`src/core/fdcrs_pkg.sv`:
```
// shared constants and types for the floppy rate, input and status registers
package fdcrs_pkg;

   // ==========================================================
   // compatibility modes
   typedef enum logic [1:0] {
      FDCRS_LEGACY,
      FDCRS_ENHANCED,
      FDCRS_COMPACT
   } fdcrs_mode_type;

   // ==========================================================
   // host addressing
   localparam int          HOST_ADDR_W  = 10;
   localparam logic [9:0]  RATE_IO_ADDR = 10'h3f7;  // input reg on read, config reg on write

   // ==========================================================
   // data rate codes in the rate-select field
   localparam logic [1:0]  RATE_500K    = 2'h0;
   localparam logic [1:0]  RATE_300K    = 2'h1;
   localparam logic [1:0]  RATE_250K    = 2'h2;
   localparam logic [1:0]  RATE_1M      = 2'h3;
   localparam logic [1:0]  RATE_RESET   = RATE_250K;

   // ==========================================================
   // reset values
   localparam logic        PRECOMP_RESET = 1'h0;
   localparam logic        DENSITY_RESET = 1'h1;

   // ==========================================================
   // field positions
   localparam int          CHG_BIT       = 7;   // disk change, every mode
   localparam int          LOWDENS_BIT   = 0;   // enhanced layout
   localparam int          ENH_RATE_LSB  = 1;   // enhanced layout
   localparam int          CMP_RATE_LSB  = 0;   // compact layout
   localparam int          CMP_PREC_BIT  = 2;   // compact layout
   localparam int          CMP_DMA_BIT   = 3;   // compact layout
   localparam int          CFG_RATE_LSB  = 0;   // config register
   localparam int          CFG_PREC_BIT  = 2;   // config register, compact only

   // ==========================================================
   // constant fields and drive masks
   localparam logic [3:0]  ENH_FILL      = 4'hf;
   localparam logic [2:0]  CMP_FILL      = 3'h0;
   localparam logic [7:0]  LEGACY_OE     = 8'h80;
   localparam logic [7:0]  FULL_OE       = 8'hff;

   // ==========================================================
   // first result status byte
   localparam logic [1:0]  TERM_NORMAL   = 2'h0;
   localparam logic [1:0]  TERM_ABNORMAL = 2'h1;
   localparam logic [1:0]  TERM_INVALID  = 2'h2;
   localparam logic [1:0]  TERM_POLLING  = 2'h3;
   localparam int          RECAL_STEPS   = 80;
endpackage

```
`src/core/fdcrs_sync.sv`:
```
// two-stage synchroniser for drive cable levels
`timescale 1ns/100ps

module fdcrs_sync #(
   parameter int WIDTH = 1
) (
   // clock and reset
   input  wire logic             ref_clk,
   input  wire logic             sys_rst,
   // levels
   input  wire logic [WIDTH-1:0] asyncIn,
   output      logic [WIDTH-1:0] syncOut
);
   import fdcrs_pkg::*;

   logic [WIDTH-1:0] stage1_ff;

   // first stage feeds the second stage only
   always_ff @(posedge ref_clk) begin
      if (sys_rst) begin
         stage1_ff <= '0;
         syncOut   <= '0;
      end else begin
         stage1_ff <= asyncIn;
         syncOut   <= stage1_ff;
      end
   end
endmodule

```
`src/core/fdcrs_status0.sv`:
```
// builder of the first result status byte
`timescale 1ns/100ps

module fdcrs_status0 #(
   parameter int STEP_LIMIT = fdcrs_pkg::RECAL_STEPS
) (
   // clock and reset
   input  wire logic       ref_clk,
   input  wire logic       sys_rst,
   // command engine events
   input  wire logic       cmdEnd,
   input  wire logic [1:0] termination_code,
   input  wire logic       positioning_finished,
   input  wire logic       recalActive,
   input  wire logic       stepPulse,
   input  wire logic       relSeekPastZero,
   input  wire logic       trackZeroSync,
   input  wire logic       headNow,
   input  wire logic [1:0] unit_select,
   // result
   output      logic [7:0] statusZero,
   output      logic       statusValid
);
   import fdcrs_pkg::*;

   logic [7:0] stepCount_ff;
   logic       equipFault_ff;
   wire        lastStep  = stepPulse && recalActive &&
                           (stepCount_ff == 8'(STEP_LIMIT - 1));
   wire        faultHit  = (lastStep && !trackZeroSync) || relSeekPastZero;
   wire        equip_fault = equipFault_ff | faultHit;  // a set in the end cycle still reaches the latched byte; the end clear wins in the register
   wire [7:0]  nxt_statusZero = {termination_code, positioning_finished,
                                 equip_fault, 1'b0, headNow, unit_select};

   // step counter only runs inside a recalibrate
   always_ff @(posedge ref_clk) begin
      if (sys_rst || !recalActive)
         stepCount_ff <= 8'h00;
      else if (stepPulse && stepCount_ff != 8'hff)
         stepCount_ff <= stepCount_ff + 8'h01;
   end

   // fault is held until the byte is latched at command end
   always_ff @(posedge ref_clk) begin
      if (sys_rst)
         equipFault_ff <= 1'b0;
      else
         equipFault_ff <= cmdEnd ? 1'b0 : equip_fault;
   end

   // byte presented for the result phase
   always_ff @(posedge ref_clk) begin
      if (sys_rst) begin
         statusZero  <= 8'h00;
         statusValid <= 1'b0;
      end else begin
         statusValid <= cmdEnd;
         if (cmdEnd)
            statusZero <= nxt_statusZero;
      end
   end
endmodule

```
`src/core/fdcrs_regs.sv`:
```
// rate configuration, digital input register and status byte top
`timescale 1ns/100ps

// Function
// - reads at the shared address return the read-only input register.
// - legacy mode drives only bit 7; bits 0-6 stay undriven.
// - bit 7 always returns the inverted disk change cable level.
// - enhanced bit 0 is low for 500K or 1M, high for 250K/300K.
// - enhanced layout shows rate bits at 1-2 and ones in 3-6.
// - rate bits survive soft reset; hardware reset selects 250K.
// - compact layout shows rate bits at 0-1 and zeros in 4-6.
// - compact bit 2 mirrors the last written precompensation-off bit.
// - compact bit 3 mirrors the DMA gate enable of the output register.
// - writes at the shared address load the config register rate field.
// - compact config bit 2 is stored, inert, and survives soft reset.
// - density pin goes high on hardware reset or on a write of the 500K or 1M code.
// - the first status byte of a finished command is presented for reading.
// - status byte bits 7:6 encode how the command terminated.
// - status byte bit 5 flags a finished seek or recalibrate.
// - status byte bit 4 flags track zero missing after 80 steps.
// - status byte bit 3 is zero, bit 2 head, bits 1:0 drive.
module fdcrs_regs #(
   parameter int STEP_LIMIT = fdcrs_pkg::RECAL_STEPS
) (
   // clock and resets
   input  wire logic                    ref_clk,
   input  wire logic                    sys_rst,
   input  wire logic                    softRst,
   // host bus, same clock domain
   input  wire logic [9:0]              hostAddr,
   input  wire logic                    hostRead,
   input  wire logic                    hostWrite,
   input  wire logic [7:0]              hostDataIn,
   output      logic [7:0]              hostDataOut,
   output      logic [7:0]              hostDataOe,
   // configuration
   input  wire fdcrs_pkg::fdcrs_mode_type compatMode,
   input  wire logic                    dma_gate_enable,
   // drive cable
   input  wire logic                    disk_change_flag,
   input  wire logic                    track_zero_sense,
   output      logic                    density_select_pin,
   // data separator
   output      logic [1:0]              rateSelect,
   output      logic                    precomp_off_bit,
   // command engine
   input  wire logic                    cmdEnd,
   input  wire logic [1:0]              termination_code,
   input  wire logic                    positioning_finished,
   input  wire logic                    recalActive,
   input  wire logic                    stepPulse,
   input  wire logic                    relSeekPastZero,
   input  wire logic                    headNow,
   input  wire logic [1:0]              unit_select,
   output      logic [7:0]              result_status_zero,
   output      logic                    resultValid
);
   import fdcrs_pkg::*;

   // ==========================================================
   // cable inputs
   logic       chgSync;
   logic       trackZeroSync;

   // both cable levels are asynchronous to the host clock
   // so the change bit lags the cable by two clocks after any edge
   fdcrs_sync #(
      .WIDTH (2)
   ) u_cable_sync (
      .ref_clk (ref_clk),
      .sys_rst (sys_rst),
      .asyncIn ({disk_change_flag, track_zero_sense}),
      .syncOut ({chgSync, trackZeroSync})
   );

   // ==========================================================
   // address decode
   // one address serves both directions; the strobe picks the register
   wire        addrHit   = (hostAddr == RATE_IO_ADDR);
   wire        dirRead   = hostRead && addrHit;
   wire        cfgWrite  = hostWrite && addrHit;
   wire        isCompact = (compatMode == FDCRS_COMPACT);

   // ==========================================================
   // configuration control register
   logic [1:0] rate_ff;
   logic       precomp_ff;
   logic       density_ff;
   wire  [1:0] nxt_rate    = hostDataIn[CFG_RATE_LSB +: 2];
   // reserved bits are not stored; in legacy and enhanced bit 2 is reserved
   wire        nxt_precomp = isCompact ? hostDataIn[CFG_PREC_BIT] : precomp_ff;
   // low-density codes drop the pin, high-density codes raise it
   wire        nxt_density = (nxt_rate == RATE_500K) || (nxt_rate == RATE_1M);

   // soft reset is deliberately ignored: rate, precomp and density keep their values
   // a read in the same cycle as a write still returns the old values
   always_ff @(posedge ref_clk) begin
      if (sys_rst) begin
         rate_ff    <= RATE_RESET;
         precomp_ff <= PRECOMP_RESET;
         density_ff <= DENSITY_RESET;
      end else if (cfgWrite) begin
         rate_ff    <= nxt_rate;
         precomp_ff <= nxt_precomp;
         density_ff <= nxt_density;
      end
   end

   assign rateSelect         = rate_ff;
   assign precomp_off_bit    = precomp_ff;
   assign density_select_pin = density_ff;

   // ==========================================================
   // digital input register layouts
   wire        chgBit       = ~chgSync;
   wire        lowDensity   = rate_ff[1] ^ rate_ff[0];
   wire  [7:0] legacyByte   = {chgBit, 7'h00};
   wire  [7:0] enhancedByte = {chgBit, ENH_FILL, rate_ff, lowDensity};
   wire  [7:0] compactByte  = {chgBit, CMP_FILL, dma_gate_enable,
                               precomp_ff, rate_ff};
   logic [7:0] dirByte;
   logic [7:0] dirOe;

   // layout selection; the unused code falls back to legacy
   // an unknown mode code must never leave the bus driven wide
   always_comb begin
      unique case (compatMode)
         FDCRS_ENHANCED: begin
            dirByte = enhancedByte;
            dirOe   = FULL_OE;
         end
         FDCRS_COMPACT: begin
            dirByte = compactByte;
            dirOe   = FULL_OE;
         end
         default: begin
            dirByte = legacyByte;
            dirOe   = LEGACY_OE;
         end
      endcase
   end

   // ==========================================================
   // read return, one cycle after the read strobe
   // the enables fall one cycle after the strobe so undriven bits never fight the bus
   // undriven legacy bits are also forced low so the data word stays defined
   always_ff @(posedge ref_clk) begin
      if (sys_rst) begin
         hostDataOut <= 8'h00;
         hostDataOe  <= 8'h00;
      end else begin
         hostDataOut <= dirRead ? (dirByte & dirOe) : 8'h00;
         hostDataOe  <= dirRead ? dirOe : 8'h00;
      end
   end

   // ==========================================================
   // first result status byte
   // the byte and its valid pulse are built in a sub-block of their own
   fdcrs_status0 #(
      .STEP_LIMIT (STEP_LIMIT)
   ) u_status0 (
      .ref_clk              (ref_clk),
      .sys_rst              (sys_rst),
      .cmdEnd               (cmdEnd),
      .termination_code     (termination_code),
      .positioning_finished (positioning_finished),
      .recalActive          (recalActive),
      .stepPulse            (stepPulse),
      .relSeekPastZero      (relSeekPastZero),
      .trackZeroSync        (trackZeroSync),
      .headNow              (headNow),
      .unit_select          (unit_select),
      .statusZero           (result_status_zero),
      .statusValid          (resultValid)
   );
endmodule

```
`config.mk`:
```
export PLATFORM = sky130hd
export DESIGN_NAME = fdcrs_regs
export DESIGN_NICKNAME = d
export VERILOG_FILES = /design/src/core/fdcrs_pkg.sv /design/src/core/fdcrs_sync.sv /design/src/core/fdcrs_status0.sv /design/src/core/fdcrs_regs.sv
export SDC_FILE = /design/constraint.sdc
export NUM_CORES = 1
export LEC_CHECK = 0
export BUFFER_PORTS_ARGS = -buffer_cell sky130_fd_sc_hd__buf_4
export CAP_MARGIN = 20
export CORE_MARGIN = 2
export CORE_UTILIZATION = 46
export CTS_CLUSTER_DIAMETER = 150
export CTS_CLUSTER_SIZE = 10
export DETAILED_ROUTE_END_ITERATION = 8
export PLACE_DENSITY_LB_ADDON = 0.12
export RECOVER_POWER = 50
export SYNTH_ARGS = -nofsm -noshare
export SYNTH_HDL_FRONTEND = slang
export SYNTH_HIERARCHICAL = 1
export SYNTH_SLANG_ARGS = --single-unit
export TNS_END_PERCENT = 10
```
`constraint.sdc`:
```
create_clock -name ref_clk -period 2.1 [get_ports ref_clk]
set_clock_uncertainty 0.1 [all_clocks]
set_input_delay 0.63 -clock ref_clk [delete_from_list [all_inputs] [get_ports ref_clk]]
set_output_delay 0.63 -clock ref_clk [all_outputs]
set_load 0.1 [all_outputs]
```
# Word level (Yosys, flattened, before mapping)
# Index checks and enable logic that the tools add are counted.
op_classes:
  n_reduce_logical: 16
  add_sub_neg: 1
  eq_ne: 6
  n_bitwise: 5
  mux: 2
ops:
  columns: ["operator", "count"]
  rows:
  - ["$pmux W7 S2", 1]
  - ["$eq A10 B10 Y1 const B", 1]
  - ["$add A8 B1 Y8 const B", 1]
  - ["$and A8 B8 Y8", 1]
  - ["$eq A8 B7 Y1 const B", 1]
  - ["$ne A8 B8 Y1 const B", 1]
  - ["$mux W7", 1]
  - ["$logic_and A1 B1 Y1", 6]
  - ["$reduce_or A2 Y1", 3]
  - ["$eq A2 B2 Y1 const B", 2]
  - ["$logic_or A1 B1 Y1", 3]
  - ["$eq A2 B1 Y1 const B", 1]
  - ["$logic_not A1 Y1", 2]
  - ["$logic_not A2 Y1", 1]
  - ["$not A1 Y1", 2]
  - ["$reduce_and A2 Y1", 1]
  - ["$or A1 B1 Y1", 1]
  - ["$xor A1 B1 Y1", 1]
totals:
  reg_bits: 41
  word_cells: 41
  in_bits: 38

# Longest topological paths before layout
depth:
  word_depth: 5
  ltp_mapped: 5
  ltp_nobuf: 5

# By module
# Netlist, hierarchy kept.
by_module_without_submodules:
  columns: ["module", "cells_per_inst", "seq_area_each_um2", "area_each_um2", "n_inst"]
  rows:
  - ["fdcrs_status0", 81, 340.3, 758.2, 1]
  - ["fdcrs_regs", 63, 240.2, 594.3, 1]
  - ["fdcrs_sync", 8, 80.1, 105.1, 1]

# Least setup slack after synthesis
# OpenSTA, ideal clock, no wires.
synth_path:
  path_kind: "reg-to-output"
  startpoint: "register hostDataOe[6] (netlist name)"
  endpoint: "output hostDataOe[1]"
  path_buffers: 1
  path_stages_with_launch: 2
  arrival_time_ns: 1.446
  setup_slack_ns: -0.076
  path_cell_list: "dfxtp_1 -> buf_4"
synth_lines:
  columns: ["item", "line_no", "text"]
  rows:
  - ["to (decl)", "fdcrs_regs.sv:35", "output logic [7:0] hostDataOe,"]

# Worst setup path in the final report
layout_path:
  startpoint: "register u_status0.stepCount_ff[0]"
  endpoint: "register u_status0.statusZero[4]"
layout_via:
  elab_chain_len: 5
layout_lines:
  columns: ["item", "line_no", "text"]
  rows:
  - ["from (decl)", "fdcrs_status0.sv:26", "logic [7:0] stepCount_ff;"]
  - ["from (signal assigned)", "fdcrs_status0.sv:40", "stepCount_ff <= stepCount_ff + 8'h01;"]
  - ["$eq A8 B7 Y1", "fdcrs_status0.sv:29", "(stepCount_ff == 8'(STEP_LIMIT - 1));"]
  - ["$logic_and A1 B1 Y1", "fdcrs_status0.sv:28", "wire lastStep = stepPulse && recalActive &&"]
  - ["$logic_and A1 B1 Y1", "fdcrs_status0.sv:30", "wire faultHit = (lastStep && !trackZeroSync) || relSeekPastZero;"]
  - ["$logic_or A1 B1 Y1", "fdcrs_status0.sv:30", null]
  - ["$or A1 B1 Y1", "fdcrs_status0.sv:31", "wire equip_fault = equipFault_ff | faultHit;"]
  - ["to (signal assigned)", "fdcrs_status0.sv:59", "statusZero <= nxt_statusZero;"]
  - ["to (decl)", "fdcrs_status0.sv:21", "output logic [7:0] statusZero,"]
# No other way between the ends.
# A chain may end at the register's enable or synchronous reset.

==> impl_results.md <==
- PortBufs: 59
- Initial antenna violation count: 0
- Hold Path Class: reg2reg
- YS warnings: 6
- Slew margin rel.: 39.7%
- Vias in the first global route: 1157
- Yosys reg bits: 33
- Nets: 250
- Critical path class: reg2reg
- Final period util: 90.0%
- Worst-Margin Slew: 0.904 ns
- Unique masters post-synth: 36
- Clock Sinks: 33
- Synthesized net count: 194
- RSZ-0062 raised after global routing: no
- ANT cells: 0
- Placed Instance Area: 1880 µm²
- Drt first-iter violations: 42
- Net Sw Frac: 27.2%
- CORE AREA: 3030 µm²
- Most frequent cells in the layout: buf_4 (54), dfxtp_1 (32), nor2_1 (16)
- Layout area overhead: 32.3%
- Syn Area/Cell: 9.59 µm²
- Final setup viols: 0
- Die height: 60.3 µm
- Top cells by area, synth: dfxtp_1 (45%), mux2i_1 (8.9%), buf_4 (4.6%)
- Width of the chip: 60.3 µm
- Final ANT Viol Nets: 0
- Fin area: 1930 µm²
- Clock share of power: 32.3%
- Arr. time, crit path: 2.03 ns
- Most common cell after layout, fill and taps aside: buf_4
- Number of synthesized flops with an enable pin: 0
- CP Launch Type: flop
- DRT Pass-1 Iters: 4
- GPL Wtd Cong: 0.801
- Post-synth ARST share: 0%
- CTS tree: yes
- Internal power: 0.908 mW
- Ratio of cells with drive above 1 in the final layout: 33.5%
- Initial Util: 48.1%
- Power, Total: 1.25 mW
- Vias per Instance: 5.02
- Crit path time final: 1.89 ns
- Maximum vdd drop: 325 µV
- Worst skew pair latency: 0.33 ns
- Clk slew on worst S/H paths: 0.10 ns
- FMAX: 529 MHz
- Synth top area share: 45.3%
- Tot GR Track Use: 19.2%
- DRC Markers: 0
- Area leader, netlist: dfxtp_1
- Max FO, Critical Path: 6
- CTS Hold Bufs: 0
- Worst Path Required: 2.24 ns
- Static leakage: 0.860 nW
- Synth Flop Type: dfxtp_1
- Reg2Reg Setup Slack: 0.21 ns
- Power density over cell area: 647 nW/µm²
- CTS H-tree depth: 2
- Site Rows: 20
- Seq/Total Area, Yosys: 45.3%
- Remaining Overflow, GRT: 0
- Number of max-cap violations: 0
- Crit path capture type: flop
- Comb pwr share: 15.8%
- Die area: 3630 µm²
- Mapped Area: 1460 µm²
- CTS Buf Count: 5
- Global-route wire length before repair: 5060 µm
- Post_cts resized: 0
- I/O pins: 67
- Psw: 0.339 mW
- Final Max Tran Viols: 0
- Largest net degree at the start of global routing: 25
- Wire length per cell: 12.4 µm
- Clk buf depth: 2
- Post-Route WL: 3150 µm
- DP Wirelength: 2380 µm
- Clock Tree Root: clkbuf_4
- Final hold vios: 0
- Post-CTS setup buffers: 0
- Total number of vias: 1270
- Post-Synthesis Cells: 152
- Sequential fraction of design power: 51.9%
- Status: finished clean
[cells in the mapped netlist (all sizes together), types with 3 or more instances]
cell type,number
a21oi,4
ha,4
mux2i,13
nand4,3
inv,5
nand3,4
nor2,16
dfxtp,33
and4,4
nand2,8
nand2b,8
buf,11
a211oi,3
nor4,3
nor2b,8
nor3,3
[kinds of logic after synthesis]
| logic type | count (synthesis) | synth area share (%) |
|---|---|---|
| simple gates | 64 | 25.0 |
| other cells | 1 | 0.257 |
| compound gates | 18 | 8.50 |
| fa+ha+maj | 4 | 3.43 |
| buf+inv | 18 | 7.98 |
| mux | 13 | 8.93 |
| flops | 33 | 45.3 |
| xor+xnor | 1 | 0.601 |
[critical path, cell delays in order (launching register included)]
cell and delay [ns]:
dfxtp_1 0.42, ha_1 0.29, nand3_1 0.15, or4_1 0.57, a311oi_1 0.27
[per-layer routing]
metal	part of all wire (%)	global-route usage, %	vias to the layer above
met3	7.6	6.28	8
met2	49	32.8	51
met5	0	0	-
met1	41	22.1	571
li1	-	-	640
met4	1.8	7.30	0
[layout make-up]
cell class | count | area, µm²
Timing Repair Buffer | 62 | 442
Multi-Input combinational cell | 101 | 681
Clock buffer | 7 | 65.1
Inverter | 5 | 18.8
Clock inverter | 1 | 5.00
Fill cell | 250 | 1100
Tap cell | 44 | 55.1
Sequential cell | 33 | 662
[worst paths after layout]
| path | start | end | depth (start not counted) |
|---|---|---|---|
| max | u_status0/stepCount_ff[0]$_SDFFE_PP0P_ | u_status0/statusZero[4]$_SDFFE_PP0P_ | 4 |
| min | u_cable_sync/syncOut[1]$_SDFF_PP0_ | hostDataOut[7]$_SDFF_PP0_ | 1 |
| max reg2reg | u_status0/stepCount_ff[0]$_SDFFE_PP0P_ | u_status0/statusZero[4]$_SDFFE_PP0P_ | 4 |
| min reg2reg | u_cable_sync/syncOut[1]$_SDFF_PP0_ | hostDataOut[7]$_SDFF_PP0_ | 1 |
[metrics by stage]
| stage | setup slack [ns] | setup TNS, ns | hold WS [ns] | cells | util (%) |
|---|---|---|---|---|---|
| 4_1_cts | 0.224 | 0 | 0.307 | 253 | 64.5 |
| 6_report | 0.209 | 0 | 0.304 | 253 | 63.7 |
| 3_5_place_dp | -0.0457 | -0.127 | 0.293 | 245 | 62.1 |
| 3_3_place_gp | -0.0284 | -0.0748 | 0.282 | 245 | 62.1 |
| 5_1_grt | 0.0498 | 0 | 0.317 | 253 | 63.7 |
| 2_1_floorplan | -0.00419 | -0.00839 | 0.267 | 152 | - |
[power by group through the flow]
stage               combinational, mW  clock, mW  sequential, mW
floorplan                      0.0593          0           0.728
detailed placement              0.200          0           0.662
global placement                0.195          0           0.661
CTS                             0.200      0.419           0.648
finish                          0.197      0.403           0.648
global route                    0.211      0.449           0.650
[flip-flops by register name, summed over array words and instances, names as in the netlist]
register	count
u_cable_sync/stage1_ff	2
precomp_off_bit	1
rateSelect	2
u_status0/stepCount_ff	8
density_select_pin	1
u_status0/statusValid	1
u_cable_sync/syncOut	2
u_status0/statusZero	7
u_status0/equipFault_ff	1
hostDataOut	6
hostDataOe	2
Note: power is estimated with default switching activity, not from simulation.
